--- src/hw/bcd_cfg_pkg.sv ---
// Shared constants for the BCD output configuration decoder
package bcd_cfg_pkg;
    localparam int         DIGITS          = 11;
    localparam int         CODE_W          = 44;
    localparam logic [3:0] DIGIT_COUNT_MAX = 4'hB;

    // Data kind selection codes, digits one to three
    localparam logic [2:0] SEL_AXIS1  = 3'h1;
    localparam logic [2:0] SEL_AXIS2  = 3'h2;
    localparam logic [2:0] SEL_ADDSUB = 3'h3;
    localparam logic [2:0] SEL_MAX    = 3'h4;
    localparam logic [2:0] SEL_MIN    = 3'h5;
    localparam logic [2:0] SEL_PP     = 3'h6;

    // Two-choice digits: 1 positive or first choice, 2 negative or second
    localparam logic [3:0] CHOICE_ONE = 4'h1;
    localparam logic [3:0] CHOICE_TWO = 4'h2;

    // Output mode codes, digit seven
    localparam logic [2:0] MODE_CONSTANT   = 3'h1;
    localparam logic [2:0] MODE_LATCH_BCD  = 3'h2;
    localparam logic [2:0] MODE_LATCH_BOTH = 3'h3;
    localparam logic [2:0] MODE_TRISTATE   = 3'h4;
    localparam logic [2:0] MODE_HIGH_SPEED = 3'h5;

    localparam logic [4:0] REFRESH_NONE = 5'h00;
    localparam logic [7:0] REFRESH_MAX  = 8'h14;

    // Reset values
    localparam logic [2:0] RST_SEL_ONE   = SEL_ADDSUB;
    localparam logic [2:0] RST_SEL_TWO   = SEL_MIN;
    localparam logic [2:0] RST_SEL_THREE = SEL_MAX;
    localparam logic       RST_DATA_NEG  = 1'b0;
    localparam logic       RST_SIGN_NEG  = 1'b1;
    localparam logic       RST_READY_NEG = 1'b1;
    localparam logic [2:0] RST_MODE      = MODE_CONSTANT;

    // Manual kind and axis codes
    localparam logic [1:0] KIND_CURRENT = 2'h0;
    localparam logic [1:0] KIND_MAX     = 2'h1;
    localparam logic [1:0] KIND_MIN     = 2'h2;
    localparam logic [1:0] KIND_PP      = 2'h3;
    localparam logic [1:0] AXIS_ADDSUB  = 2'h2;

    // Confirmation hold time
    localparam int CONFIRM_TIME_MS = 2000;
    localparam int CLOCK_HZ        = 50000000;
    localparam int CONFIRM_CYCLES  = CONFIRM_TIME_MS * (CLOCK_HZ / 1000);

    typedef enum logic [2:0] {
        ST_IDLE    = 3'b001,
        ST_AXIS    = 3'b010,
        ST_CONFIRM = 3'b100
    } entry_state_t;
endpackage

--- src/hw/bcd_code_checker.sv ---
// Digit range check of an eleven-digit setup code
`timescale 1ns/1ps
module bcd_code_checker (
    input  wire logic [43:0] setup_code,
    output logic             code_ok
);
    logic [3:0] dig [11];
    logic [7:0] refresh_sum;

    genvar gi;
    generate
        for (gi = 0; gi < 11; gi++) begin : g_dig
            assign dig[gi] = setup_code[43 - 4 * gi -: 4];
        end
    endgenerate

    assign refresh_sum = 8'({4'h0, dig[7]} * 8'h0A) + {4'h0, dig[8]};

    always_comb begin
        code_ok = 1'b1;
        for (int i = 0; i < 3; i++) begin
            if (dig[i] < 4'h1 || dig[i] > 4'h6) begin
                code_ok = 1'b0;
            end
        end
        for (int i = 3; i < 6; i++) begin
            if (dig[i] != bcd_cfg_pkg::CHOICE_ONE && dig[i] != bcd_cfg_pkg::CHOICE_TWO) begin
                code_ok = 1'b0;
            end
        end
        if (dig[6] < 4'h1 || dig[6] > 4'h5) begin
            code_ok = 1'b0;
        end
        if (dig[7] > 4'h9 || dig[8] > 4'h9 || refresh_sum > bcd_cfg_pkg::REFRESH_MAX) begin
            code_ok = 1'b0;
        end
        for (int i = 9; i < 11; i++) begin
            if (dig[i] != bcd_cfg_pkg::CHOICE_ONE && dig[i] != bcd_cfg_pkg::CHOICE_TWO) begin
                code_ok = 1'b0;
            end
        end
    end
endmodule

--- src/hw/bcd_output_config_decoder.sv ---
// Setup code decoder and request-driven data selector for the BCD output
//
// Contract
// - Digits one-three pick data per request line; four-six set data/sign/ready polarity.
// - Digit seven picks output mode, codes one to five.
// - Digits eight-nine hold refresh delay; high-speed mode forces it to zero.
// - The single BCD output carries the data configured for the asserted request.
// - After reset: line one add/sub current, line two minimum, three maximum.
// - Choosing current value needs a further axis choice before the entry completes.
// - A committed setting shows steadily about two seconds, then menu returns.
// - Abort keeps stored settings and, only while idle, discards the partial code.
`timescale 1ns/1ps
module bcd_output_config_decoder #(
    parameter int VALUE_W        = 32,
    parameter int CONFIRM_CYCLES = bcd_cfg_pkg::CONFIRM_CYCLES
) (
    input  wire logic               clock,
    input  wire logic               nrst,
    input  wire logic [3:0]         digit_in,
    input  wire logic               digit_strobe,
    input  wire logic               commit_key,
    input  wire logic               abort_key,
    input  wire logic [1:0]         manual_line,
    input  wire logic [1:0]         manual_kind,
    input  wire logic               manual_enter,
    input  wire logic [1:0]         manual_axis,
    input  wire logic               axis_enter,
    input  wire logic [2:0]         output_request,
    input  wire logic [VALUE_W-1:0] axis1_value,
    input  wire logic [VALUE_W-1:0] axis2_value,
    input  wire logic [VALUE_W-1:0] addsub_value,
    input  wire logic [VALUE_W-1:0] max_value,
    input  wire logic [VALUE_W-1:0] min_value,
    input  wire logic [VALUE_W-1:0] pp_value,
    output logic [2:0]              request_one_selection,
    output logic [2:0]              request_two_selection,
    output logic [2:0]              request_three_selection,
    output logic                    data_logic_negative,
    output logic                    sign_logic_negative,
    output logic                    ready_logic_negative,
    output logic [2:0]              output_mode,
    output logic [4:0]              refresh_delay,
    output logic                    power_on_data_output,
    output logic                    alarm_hold_previous,
    output logic [VALUE_W-1:0]      bcd_out,
    output logic                    request_active,
    output logic                    display_steady,
    output logic                    menu_return,
    output logic                    code_rejected,
    output logic [3:0]              digits_entered
);
    localparam logic [31:0] TIMER_LAST = 32'(CONFIRM_CYCLES - 1);

    bcd_cfg_pkg::entry_state_t state_reg, state_next;
    logic [43:0]        code_reg, code_next;
    logic [3:0]         count_reg, count_next;
    logic [31:0]        timer_reg, timer_next;
    logic [1:0]         pend_line_reg, pend_line_next;
    logic [2:0]         sel_reg [3];
    logic [2:0]         sel_next [3];
    logic               dneg_reg, dneg_next, sneg_reg, sneg_next, rneg_reg, rneg_next;
    logic [2:0]         mode_reg, mode_next;
    logic [4:0]         refresh_reg, refresh_next;
    logic               pwr_reg, pwr_next, alarm_reg, alarm_next;
    logic [VALUE_W-1:0] bcd_reg, bcd_next;
    logic               active_reg, active_next;
    logic               steady_reg, steady_next, ret_reg, ret_next, rej_reg, rej_next;
    logic [2:0]         req_meta_reg, req_sync_reg;
    logic [3:0]         dig [11];
    logic               code_ok, idle, commit_ok, reject_now, manual_ok, axis_ok, manual_apply;
    logic [1:0]         apply_line;
    logic [2:0]         apply_code, chosen_sel;
    logic [VALUE_W-1:0] chosen_value;
    logic [7:0]         refresh_sum;

    bcd_code_checker u_checker (
        .setup_code (code_reg),
        .code_ok    (code_ok)
    );

    genvar gi;
    generate
        for (gi = 0; gi < 11; gi++) begin : g_dig
            assign dig[gi] = code_reg[43 - 4 * gi -: 4];
        end
    endgenerate

    assign idle        = (state_reg == bcd_cfg_pkg::ST_IDLE);
    assign commit_ok   = idle && commit_key && !abort_key && code_ok && count_reg == bcd_cfg_pkg::DIGIT_COUNT_MAX;
    assign reject_now  = idle && commit_key && !abort_key && !commit_ok;
    assign manual_ok   = idle && manual_enter && !commit_key && !abort_key && manual_line != 2'h0;
    assign axis_ok     = state_reg == bcd_cfg_pkg::ST_AXIS && axis_enter && !abort_key
                         && manual_axis <= bcd_cfg_pkg::AXIS_ADDSUB;
    assign refresh_sum = 8'({4'h0, dig[7]} * 8'h0A) + {4'h0, dig[8]};

    always_comb begin
        manual_apply = 1'b0;
        apply_line   = manual_line;
        apply_code   = bcd_cfg_pkg::SEL_MAX;
        if (manual_ok && manual_kind != bcd_cfg_pkg::KIND_CURRENT) begin
            manual_apply = 1'b1;
            case (manual_kind)
                bcd_cfg_pkg::KIND_MAX: apply_code = bcd_cfg_pkg::SEL_MAX;
                bcd_cfg_pkg::KIND_MIN: apply_code = bcd_cfg_pkg::SEL_MIN;
                default:               apply_code = bcd_cfg_pkg::SEL_PP;
            endcase
        end else if (axis_ok) begin
            manual_apply = 1'b1;
            apply_line   = pend_line_reg;
            apply_code   = bcd_cfg_pkg::SEL_AXIS1 + {1'b0, manual_axis};
        end
    end

    // Entry state machine and confirmation timer
    always_comb begin
        state_next     = state_reg;
        timer_next     = 32'h0000_0000;
        pend_line_next = pend_line_reg;
        steady_next    = 1'b0;
        ret_next       = 1'b0;
        rej_next       = reject_now;
        case (state_reg)
            bcd_cfg_pkg::ST_IDLE: begin
                if (commit_ok || manual_apply) begin
                    state_next  = bcd_cfg_pkg::ST_CONFIRM;
                    steady_next = 1'b1;
                end else if (manual_ok) begin
                    state_next     = bcd_cfg_pkg::ST_AXIS;
                    pend_line_next = manual_line;
                end
            end
            bcd_cfg_pkg::ST_AXIS: begin
                if (abort_key) begin
                    state_next = bcd_cfg_pkg::ST_IDLE;
                end else if (axis_ok) begin
                    state_next  = bcd_cfg_pkg::ST_CONFIRM;
                    steady_next = 1'b1;
                end
            end
            bcd_cfg_pkg::ST_CONFIRM: begin
                if (timer_reg >= TIMER_LAST) begin
                    state_next = bcd_cfg_pkg::ST_IDLE;
                    ret_next   = 1'b1;
                end else begin
                    timer_next  = timer_reg + 32'h0000_0001;
                    steady_next = 1'b1;
                end
            end
            default: state_next = bcd_cfg_pkg::ST_IDLE;
        endcase
    end

    // Code buffer; keys are ignored while a confirmation is shown
    always_comb begin
        code_next  = code_reg;
        count_next = count_reg;
        if (idle && (abort_key || commit_key)) begin
            code_next  = 44'h000_0000_0000;
            count_next = 4'h0;
        end else if (idle && digit_strobe && count_reg < bcd_cfg_pkg::DIGIT_COUNT_MAX) begin
            code_next  = {code_reg[39:0], digit_in};
            count_next = count_reg + 4'h1;
        end
    end

    // Settings update
    always_comb begin
        for (int i = 0; i < 3; i++) begin
            sel_next[i] = sel_reg[i];
        end
        dneg_next    = dneg_reg;
        sneg_next    = sneg_reg;
        rneg_next    = rneg_reg;
        mode_next    = mode_reg;
        refresh_next = refresh_reg;
        pwr_next     = pwr_reg;
        alarm_next   = alarm_reg;
        if (commit_ok) begin
            for (int i = 0; i < 3; i++) begin
                sel_next[i] = dig[i][2:0];
            end
            dneg_next  = (dig[3] == bcd_cfg_pkg::CHOICE_TWO);
            sneg_next  = (dig[4] == bcd_cfg_pkg::CHOICE_TWO);
            rneg_next  = (dig[5] == bcd_cfg_pkg::CHOICE_TWO);
            mode_next  = dig[6][2:0];
            refresh_next = (dig[6][2:0] == bcd_cfg_pkg::MODE_HIGH_SPEED) ? bcd_cfg_pkg::REFRESH_NONE
                                                                          : refresh_sum[4:0];
            pwr_next   = (dig[9] == bcd_cfg_pkg::CHOICE_TWO);
            alarm_next = (dig[10] == bcd_cfg_pkg::CHOICE_TWO);
        end else if (manual_apply) begin
            sel_next[apply_line - 2'h1] = apply_code;
        end
    end

    always_comb begin
        // Overlapping requests are unsupported; lowest line wins to stay defined
        chosen_sel = sel_reg[0];
        if (!req_sync_reg[0] && req_sync_reg[1]) begin
            chosen_sel = sel_reg[1];
        end else if (!req_sync_reg[0] && !req_sync_reg[1]) begin
            chosen_sel = sel_reg[2];
        end
        case (chosen_sel)
            bcd_cfg_pkg::SEL_AXIS1:  chosen_value = axis1_value;
            bcd_cfg_pkg::SEL_AXIS2:  chosen_value = axis2_value;
            bcd_cfg_pkg::SEL_ADDSUB: chosen_value = addsub_value;
            bcd_cfg_pkg::SEL_MAX:    chosen_value = max_value;
            bcd_cfg_pkg::SEL_MIN:    chosen_value = min_value;
            default:                 chosen_value = pp_value;
        endcase
        active_next = |req_sync_reg;
        bcd_next    = active_next ? chosen_value : bcd_reg;
    end

    always_ff @(posedge clock) begin
        if (!nrst) begin
            state_reg     <= bcd_cfg_pkg::ST_IDLE;
            timer_reg     <= 32'h0000_0000;
            pend_line_reg <= 2'h1;
            steady_reg    <= 1'b0;
            ret_reg       <= 1'b0;
            rej_reg       <= 1'b0;
            code_reg      <= 44'h000_0000_0000;
            count_reg     <= 4'h0;
            sel_reg[0]    <= bcd_cfg_pkg::RST_SEL_ONE;
            sel_reg[1]    <= bcd_cfg_pkg::RST_SEL_TWO;
            sel_reg[2]    <= bcd_cfg_pkg::RST_SEL_THREE;
            dneg_reg      <= bcd_cfg_pkg::RST_DATA_NEG;
            sneg_reg      <= bcd_cfg_pkg::RST_SIGN_NEG;
            rneg_reg      <= bcd_cfg_pkg::RST_READY_NEG;
            mode_reg      <= bcd_cfg_pkg::RST_MODE;
            refresh_reg   <= bcd_cfg_pkg::REFRESH_NONE;
            pwr_reg       <= 1'b0;
            alarm_reg     <= 1'b0;
            bcd_reg       <= '0;
            active_reg    <= 1'b0;
            req_meta_reg  <= 3'h0;
            req_sync_reg  <= 3'h0;
        end else begin
            state_reg     <= state_next;
            timer_reg     <= timer_next;
            pend_line_reg <= pend_line_next;
            steady_reg    <= steady_next;
            ret_reg       <= ret_next;
            rej_reg       <= rej_next;
            code_reg      <= code_next;
            count_reg     <= count_next;
            sel_reg       <= sel_next;
            dneg_reg      <= dneg_next;
            sneg_reg      <= sneg_next;
            rneg_reg      <= rneg_next;
            mode_reg      <= mode_next;
            refresh_reg   <= refresh_next;
            pwr_reg       <= pwr_next;
            alarm_reg     <= alarm_next;
            bcd_reg       <= bcd_next;
            active_reg    <= active_next;
            req_meta_reg  <= output_request;
            req_sync_reg  <= req_meta_reg;
        end
    end

    assign request_one_selection   = sel_reg[0];
    assign request_two_selection   = sel_reg[1];
    assign request_three_selection = sel_reg[2];
    assign data_logic_negative     = dneg_reg;
    assign sign_logic_negative     = sneg_reg;
    assign ready_logic_negative    = rneg_reg;
    assign output_mode             = mode_reg;
    assign refresh_delay           = refresh_reg;
    assign power_on_data_output    = pwr_reg;
    assign alarm_hold_previous     = alarm_reg;
    assign bcd_out                 = bcd_reg;
    assign request_active          = active_reg;
    assign display_steady          = steady_reg;
    assign menu_return             = ret_reg;
    assign code_rejected           = rej_reg;
    assign digits_entered          = count_reg;

    a_code_selections: assert property (@(posedge clock) disable iff (!nrst)
        commit_ok |=> request_two_selection == $past(dig[1][2:0]) && data_logic_negative == ($past(dig[3]) == 4'h2))
        else $error("selection or polarity not taken from code");
    a_mode_digit: assert property (@(posedge clock) disable iff (!nrst)
        commit_ok |=> output_mode == $past(dig[6][2:0]))
        else $error("output mode not taken from digit seven");
    a_refresh_forced: assert property (@(posedge clock) disable iff (!nrst)
        output_mode == bcd_cfg_pkg::MODE_HIGH_SPEED |-> refresh_delay == 5'h00 && refresh_delay <= 5'h14)
        else $error("refresh delay wrong for mode");
    a_request_data: assert property (@(posedge clock) disable iff (!nrst)
        (req_sync_reg == 3'h2 && request_two_selection == 3'h5) |=> bcd_out == $past(min_value) && request_active)
        else $error("request two data not driven");
    a_reset_defaults: assert property (@(posedge clock) disable iff (!nrst)
        $rose(nrst) |-> request_one_selection == 3'h3 && request_two_selection == 3'h5 && request_three_selection == 3'h4)
        else $error("reset selections wrong");
    a_axis_pending: assert property (@(posedge clock) disable iff (!nrst)
        (manual_ok && manual_kind == 2'h0) |=> state_reg == bcd_cfg_pkg::ST_AXIS && $stable(request_one_selection)
        && !display_steady)
        else $error("current value completed without axis");
    a_confirm_hold: assert property (@(posedge clock) disable iff (!nrst)
        (commit_ok || manual_apply) |=> display_steady [*8])
        else $error("confirmation not held steady");
    a_confirm_end: assert property (@(posedge clock) disable iff (!nrst)
        $rose(menu_return) |-> $past(timer_reg) == TIMER_LAST && !display_steady)
        else $error("menu return at wrong time");
    a_abort_keeps: assert property (@(posedge clock) disable iff (!nrst)
        (idle && abort_key) |=> digits_entered == 4'h0 && $stable(output_mode) && $stable(request_three_selection))
        else $error("abort altered settings or kept code");
    a_reject_keeps: assert property (@(posedge clock) disable iff (!nrst)
        reject_now |=> code_rejected && $stable(output_mode) && $stable(request_one_selection) && !display_steady)
        else $error("bad code not rejected");

    c_commit: cover property (@(posedge clock) disable iff (!nrst) commit_ok);
    c_axis_entry: cover property (@(posedge clock) disable iff (!nrst) axis_ok);
    c_menu_return: cover property (@(posedge clock) disable iff (!nrst) menu_return);
    c_reject: cover property (@(posedge clock) disable iff (!nrst) reject_now);
endmodule

--- config.mk ---
export PLATFORM = sky130hd
export DESIGN_NAME = bcd_output_config_decoder
export DESIGN_NICKNAME = d
export VERILOG_FILES = /design/src/hw/bcd_cfg_pkg.sv /design/src/hw/bcd_code_checker.sv /design/src/hw/bcd_output_config_decoder.sv
export SDC_FILE = /design/constraint.sdc
export NUM_CORES = 1
export LEC_CHECK = 0
export BUFFER_PORTS_ARGS = -buffer_cell sky130_fd_sc_hd__buf_2
export CORE_MARGIN = 2
export CORE_UTILIZATION = 35
export DETAILED_ROUTE_END_ITERATION = 12
export PLACE_DENSITY = 0.67
export SYNTH_ARGS = -nofsm -noshare
export SYNTH_HDL_FRONTEND = slang
export SYNTH_SLANG_ARGS = --single-unit
--- constraint.sdc ---
create_clock -name clock -period 3.56 [get_ports clock]
set_clock_uncertainty 0.05 [all_clocks]
set_input_delay 0 -clock clock [delete_from_list [all_inputs] [get_ports clock]]
set_output_delay 0 -clock clock [all_outputs]
set_load 0.03 [all_outputs]
; ---- Word-level counts from Yosys, hierarchy flattened
; Index checks and enable logic that the tools add are counted.
[word_totals]
ff_bits = 149
latch_bits = 0
mem_bits_rw = 0
rom_bits = 0
in_bits = 212
out_inout_bits = 62
wordCells = 161
mem_count = 0
[op_classes]
add_sub_neg = 5
n_mul = 1
div_mod_pow = 0
n_lt_le_gt_ge = 16
n_eq_ne = 30
shift = 0
mux = 37
n_bitwise = 4
reduce_logical = 46
[ops]
columns = operator, n
row1 = one-hot mux 32 bit (5 select lines), 1
row2 = "adder 32 x 1 -> 32 bit, second input constant", 1
row3 = ">= comparator 32 x 27 -> 1 bit, second input constant", 1
row4 = two-way mux 3 bit, 10
row5 = logical AND 1 bit, 24
row6 = "equality test 4 x 2 -> 1 bit, second input constant", 5
row7 = "!= test 4 x 1 -> 1 bit, second input constant", 5
row8 = "!= test 4 x 2 -> 1 bit, second input constant", 5
row9 = two-way mux 9 bit, 2
row10 = "> comparator 4 x 3 -> 1 bit, second input constant", 4
row11 = "< comparator 4 x 1 -> 1 bit, second input constant", 4
row12 = two-way mux 1 bit, 16
row13 = "equality test 3 bit, second input constant", 4
row14 = bitwise mux 9 bit, 1
row15 = "equality test 3 x 2 -> 1 bit, second input constant", 3
row16 = one-hot mux 3 bit (3 select lines), 1
row17 = adder 8 x 4 -> 8 bit, 1
row18 = "> comparator 4 bit, second input constant", 2
row19 = "> comparator 8 x 5 -> 1 bit, second input constant", 1
row20 = logical OR 1 bit, 8
row21 = "multiplier 4 x 3 -> 7 bit, second input constant", 1
row22 = demux 3 bit (select 2 bit), 1
row23 = "equality test 3 x 1 -> 1 bit, second input constant", 2
row24 = AND reduction 3 bit, 2
row25 = other kinds (24), 34

; ---- Depth between registers and ports, before layout
[depth]
ltp_word = 17
ltp_mapped = 11
ltp_nobuf = 10

; ---- Hierarchy
; From an unflattened synthesis, not the netlist that was laid out.
[hier_totals]
hier_cells = 1008
area_unflattened_um2 = 7674.9
[modules_own_cells]
columns = module, n_inst, cells_each, area_per_inst_um2, seq_area_each_um2
row1 = bcd_output_config_decoder, 1, 953, 7231.9, 2982.9
row2 = bcd_code_checker, 1, 55, 442.9, 0.0

; ---- Least setup slack after synthesis
; No wires, ideal clock.
[synth_path]
path_type = register to register
startpoint = register code_reg[15]
endpoint = register sel_reg, in the netlist request_two_selection[0]
setup_time_ps = 135
t_arrival_ps = 2715
required_ps = 3375
slack_ps = 660
stages_incl_launch_ff = 12
path_buffers = 1
synth_period_minus_slack_ps = 2900
path_cell_list = dfxtp_1 ha_1 ha_1 fa_1 inv_1 o2111ai_1 nor4_1 o211ai_1 nor3_4 buf_6 nor3b_1 o31ai_1
[synth_via]
elab_chain_cells = 10
elab_cells_between_ends = 13
cone_classes = add/sub (1) / mul (1) / order compare (2) / mux (4) / reduce/logical (5)
[synth_lines]
columns = item, line_no
row1 = start: declaration, bcd_output_config_decoder.sv:55  ; logic [43:0] code_reg, code_next;
row2 = start signal: assignment, bcd_output_config_decoder.sv:246  ; code_reg <= code_next;
row3 = multiplier 4 x 3 -> 7 bit, --
row4 = adder 8 x 4 -> 8 bit, bcd_code_checker.sv:17  ; assign refresh_sum = 8'({4'h0, dig[7]} * 8'h0A) + {4'h0, dig[8]};
row5 = > comparator 8 x 5 -> 1 bit, bcd_code_checker.sv:34  ; if (dig[7] > 4'h9 || dig[8] > 4'h9 || refresh_sum > bcd_cfg_pkg::REFRESH_MAX) begin
row6 = logical OR 1 bit *, bcd_code_checker.sv:34
row7 = two-way mux 1 bit *, bcd_code_checker.sv:34
row8 = two-way mux 1 bit * (2 in a row), bcd_code_checker.sv:38  ; if (dig[i] != bcd_cfg_pkg::CHOICE_ONE && dig[i] != bcd_cfg_pkg::CHOICE_TWO) begin
row9 = logical AND 1 bit * (2 in a row), bcd_output_config_decoder.sv:89  ; assign commit_ok = idle && commit_key && !abort_key && code_ok && count_reg == bcd_cfg_pkg::DIGIT_COUNT_MAX;
row10 = two-way mux 9 bit or nonzero test 2 bit (tied branches), --
row11 = end signal: assignment, bcd_output_config_decoder.sv:248  ; sel_reg <= sel_next;
row12 = end: declaration, bcd_output_config_decoder.sv:59  ; logic [2:0] sel_reg [3];
; Every way passes the cells marked *; elsewhere a longest branch is shown, timed or not.
; A chain may end at the register's enable or synchronous reset.

; ---- Worst setup path after layout
[layout_path]
startpoint = register req_sync_reg[1]
endpoint = register bcd_reg[4] (netlist: bcd_out[4])
[layout_via]
elab_chain_cells = 6
elab_cells_between_ends = 12
cone_classes = eq/ne (5) / mux (3) / reduce/logical (4)
[layout_lines]
columns = item, line_no
row1 = start: declaration, bcd_output_config_decoder.sv:68  ; logic [2:0] req_meta_reg, req_sync_reg;
row2 = start signal: assignment, bcd_output_config_decoder.sv:259  ; req_sync_reg <= req_meta_reg;
row3 = zero test 1 bit, bcd_output_config_decoder.sv:200  ; end else if (!req_sync_reg[0] && !req_sync_reg[1]) begin
row4 = logical AND 1 bit, bcd_output_config_decoder.sv:200
row5 = two-way mux 3 bit, bcd_output_config_decoder.sv:200
row6 = two-way mux 3 bit, bcd_output_config_decoder.sv:198  ; if (!req_sync_reg[0] && req_sync_reg[1]) begin
row7 = "equality test 3 bit, or another cell as far along", bcd_output_config_decoder.sv:203  ; case (chosen_sel)
row8 = one-hot mux 32 bit (5 select lines), bcd_output_config_decoder.sv:203
row9 = end signal: assignment, bcd_output_config_decoder.sv:256  ; bcd_reg <= bcd_next;
row10 = end: declaration, bcd_output_config_decoder.sv:65  ; logic [VALUE_W-1:0] bcd_reg, bcd_next;
; Several ways; a longest one is shown, not always the timed one.

==> out/results.tsv <==
metric	value	unit
Static Leakage	4.280	nW
worst stage delay on the critical path	0.58	ns
RSZ-0062 raised after global routing	false	
Hold/Removal Path Class	input pin to flop	
Critical Path RT	3.82	ns
clock-pin transition on the worst setup and hold timing paths	0.07	ns
Overall Global Routing Usage	21.50	%
Via density	5.251	
status	finished, final reports clean	
P&R area growth vs syn	41.89	%
Crit Path Category	flop to flop	
Final Critical Period	3.304	ns
Sequential Power Share	39.3	%
total of max-cap violations	0	
worst-margin pin slew	0.8257	ns
final setup fails	0	
max FFs per register	44	
first-pass GRT wire length	37.55	mm
nature of the critical path endpoint	flop	
library cells used by synthesis	64	
Startpoint Class	flop	
clock tree root buffer cell	clkbuf_16	
most common cell after layout, fill and taps aside	buf_2	
Placed Cells	1417	
crit share post-route	92.80	%
P_sw	1.231	mW
port buffer count	273	
grt ovf	0	
Max-slew headroom	44.80	%
Hold Path Stages	4	
fin. max-slew vios	0	
CTS Buf Count	17	
Post-Synth XOR/XNOR Area	4.046	%
H-tree depth	4	
HPWL after DPL	17.23	mm
R2R Path End	bcd_out[4]	
GP Congestion	0.8729	
post-synthesis mux area share	3.043	%
CTS max path bufs	2	
top-level I/O count	274	
Iteration-0 DRC Markers	451	
final wirelength	24.67	mm
Min Hold Slack	0.04850	ns
main combinational cell family by area after synthesis	simple AND/OR/NAND/NOR gates	
sw frac	27.44	%
die area	0.02220	mm^2
DR pass1 iterations	5	
Clock Latency Late Sink	0.43	ns
P_int	3.254	mW
VDD IR-drop max	0.3727	mV
Routed Antenna Nets	0	
Comb pwr share	17.8	%
asr flop ratio synth	0	%
final hold vios	0	
# rows	53	
largest net degree at the start of global routing	49	
post-synthesis simple-gate area fraction	23.95	%
Layout Nets	1465	
Starting Density	35.34	%
sequential area share after synthesis	40.53	%
DR WL/cell	16.14	um
CP Launch Point	req_sync_reg[1]	
vias in the first global route	7571	
clk sinks	149	
Power Density	429.4	mW/mm^2
ys flop type	dfxtp_1	
Core ar.	0.02082	mm^2
worst reg2reg path startpoint	req_sync_reg[1]	
Arrival @ worst endpoint	3.57	ns
cells after synthesis	908	
Compound-Gate Fraction of Synth Area	21.40	%
number of synthesized register bits	149	
f_max	302.7	MHz
Power, Total	4.484	mW
slowest cell on the critical path	dlygate4sd3_1	
Clk pwr share	42.9	%
worst-path fanout max	48	
die width	149.0	um
crit path cell chain	mux2_2, mux2i_4, nand2_4, buf_4, o22ai_1, a211oi_1, a221oi_1, o21ai_0, dlygate4sd3_1	
DR DRC count	0	
initial antenna violation count	2	
Reg2Reg Depth	9	
Yosys Warn Count	0	
most frequent cells in the layout	buf_2 (273), nand2_1 (160), dfxtp_1 (149), dlygate4sd3_1 (78), o21ai_0 (74)	
Syn Area/Cell	8.105	um^2
FF-to-FF setup slack	0.26	ns
Mapped Area	0.007360	mm^2
CTS tree	done	
Die H	149.0	um
EDFF count, synth	0	
routed vias	8023	
share of cells above drive strength 1	27.58	%
fin cells	1528	
Fin Setup TNS	0	ns
end of the critical path	bcd_out[4]	
Adder-Cell Fraction of Synth Area	2.584	%
==> power by group through the flow <==
stage                     Clock (mW)  Sequential (mW)  Combinational (mW)
after floorplan                    0             1.87               0.352
after global placement             0             1.80               0.695
after detailed placement           0             1.80               0.697
after CTS                       1.96             1.76               0.788
after global routing            2.03             1.77               0.864
final                           1.93             1.76               0.796
==> worst min-delay path by stage <==
| stage | startpoint | end | slack (ns) |
|---|---|---|---|
| global placement | output_request[0] | req_meta_reg[0] | 0.16 |
| detailed placement | output_request[2] | req_meta_reg[2] | 0.16 |
| CTS | axis1_value[30] | bcd_out[30] | 0.007 |
| global route | axis1_value[30] | bcd_out[30] | 0.05 |
| finish | axis1_value[30] | bcd_out[30] | 0.05 |
| floorplan | manual_line[0] | pend_line_reg[0] | 0.08 |
==> cells in the mapped netlist, drive strengths merged (4+ instances only) <==
cell    count  area share [%]
a211oi     32             3.3
nand4       7            0.60
mux2i      20             2.9
nand2     162             8.3
o21ai      78             5.3
a21oi      54             3.7
nor3b       6            0.68
xor2       22             2.6
nor2b      20             1.7
nor3       42             3.0
xnor2      12             1.4
a221oi     30             3.6
a31oi       4            0.43
and3        7            0.60
nor4        9            0.97
buf        18             1.5
nor4b       6            0.71
inv        12            0.61
nor2       52             2.8
o22ai      30             2.6
nand3      19             1.3
nand2b      4            0.34
and2        8            0.68
o31ai       5            0.51
dfxtp     149              41
ha         12             2.0
clkbuf     44             2.2
==> routing by layer <==
layer	track usage [%]	vias to the layer above	wire (um)
met1	23.87	3675	9549
met3	4.434	88	1556
met2	37.44	334	12290
met4	13.67	0	1276
li1	-	3926	-
met5	0	-	0
==> logic make-up (layout without fill, tap and decap cells) <==
logic type / Yosys count / count (layout)
flip-flops: 149 / 149
AND/OR/NAND/NOR: 363 / 363
XOR/XNOR: 34 / 34
other: 1 / 7
AO/OA/AOI/OAI: 252 / 252
buffers and inverters: 74 / 413
adder cells (fa/ha/maj): 14 / 14
multiplexers: 21 / 21
==> per-stage QoR <==
stage	setup slack, ns	utilization (%)	cell area, um^2
2_1_floorplan	0.6595	-	7375
3_3_place_gp	0.5401	43.32	9020
3_5_place_dp	0.4947	43.32	9020
4_1_cts	0.04640	50.10	10430
5_1_grt	0.07820	50.15	10440
6_report	0.2563	50.15	10440
==> area by class of cell <==
cell class,instances,area [um^2]
inverter,12,45.04
fill,2020,10380
clock buffer,20,456.7
timing repair buffer,370,2315
antenna,2,5.005
multi-input combinational,689,4119
tap,275,344.1
clock inverter,11,175.2
sequential,149,2983
==> timing repair <==
action,in CTS,in global routing
setup endpoints to repair,0,21
gates resized for setup,0,1
hold endpoints to repair,45,0
setup buffers,0,0
hold buffers,78,0
==> critical path, delay by kind of cell, from the launching register on <==
kind / cells / cell delay, ns
AO/OA/AOI/OAI: 4 / 0.68
buffers and inverters: 2 / 0.88
flip-flops: 1 / 0.42
AND/OR/NAND/NOR: 1 / 0.37
multiplexers: 2 / 0.75
(Power assumes the default switching activity.)
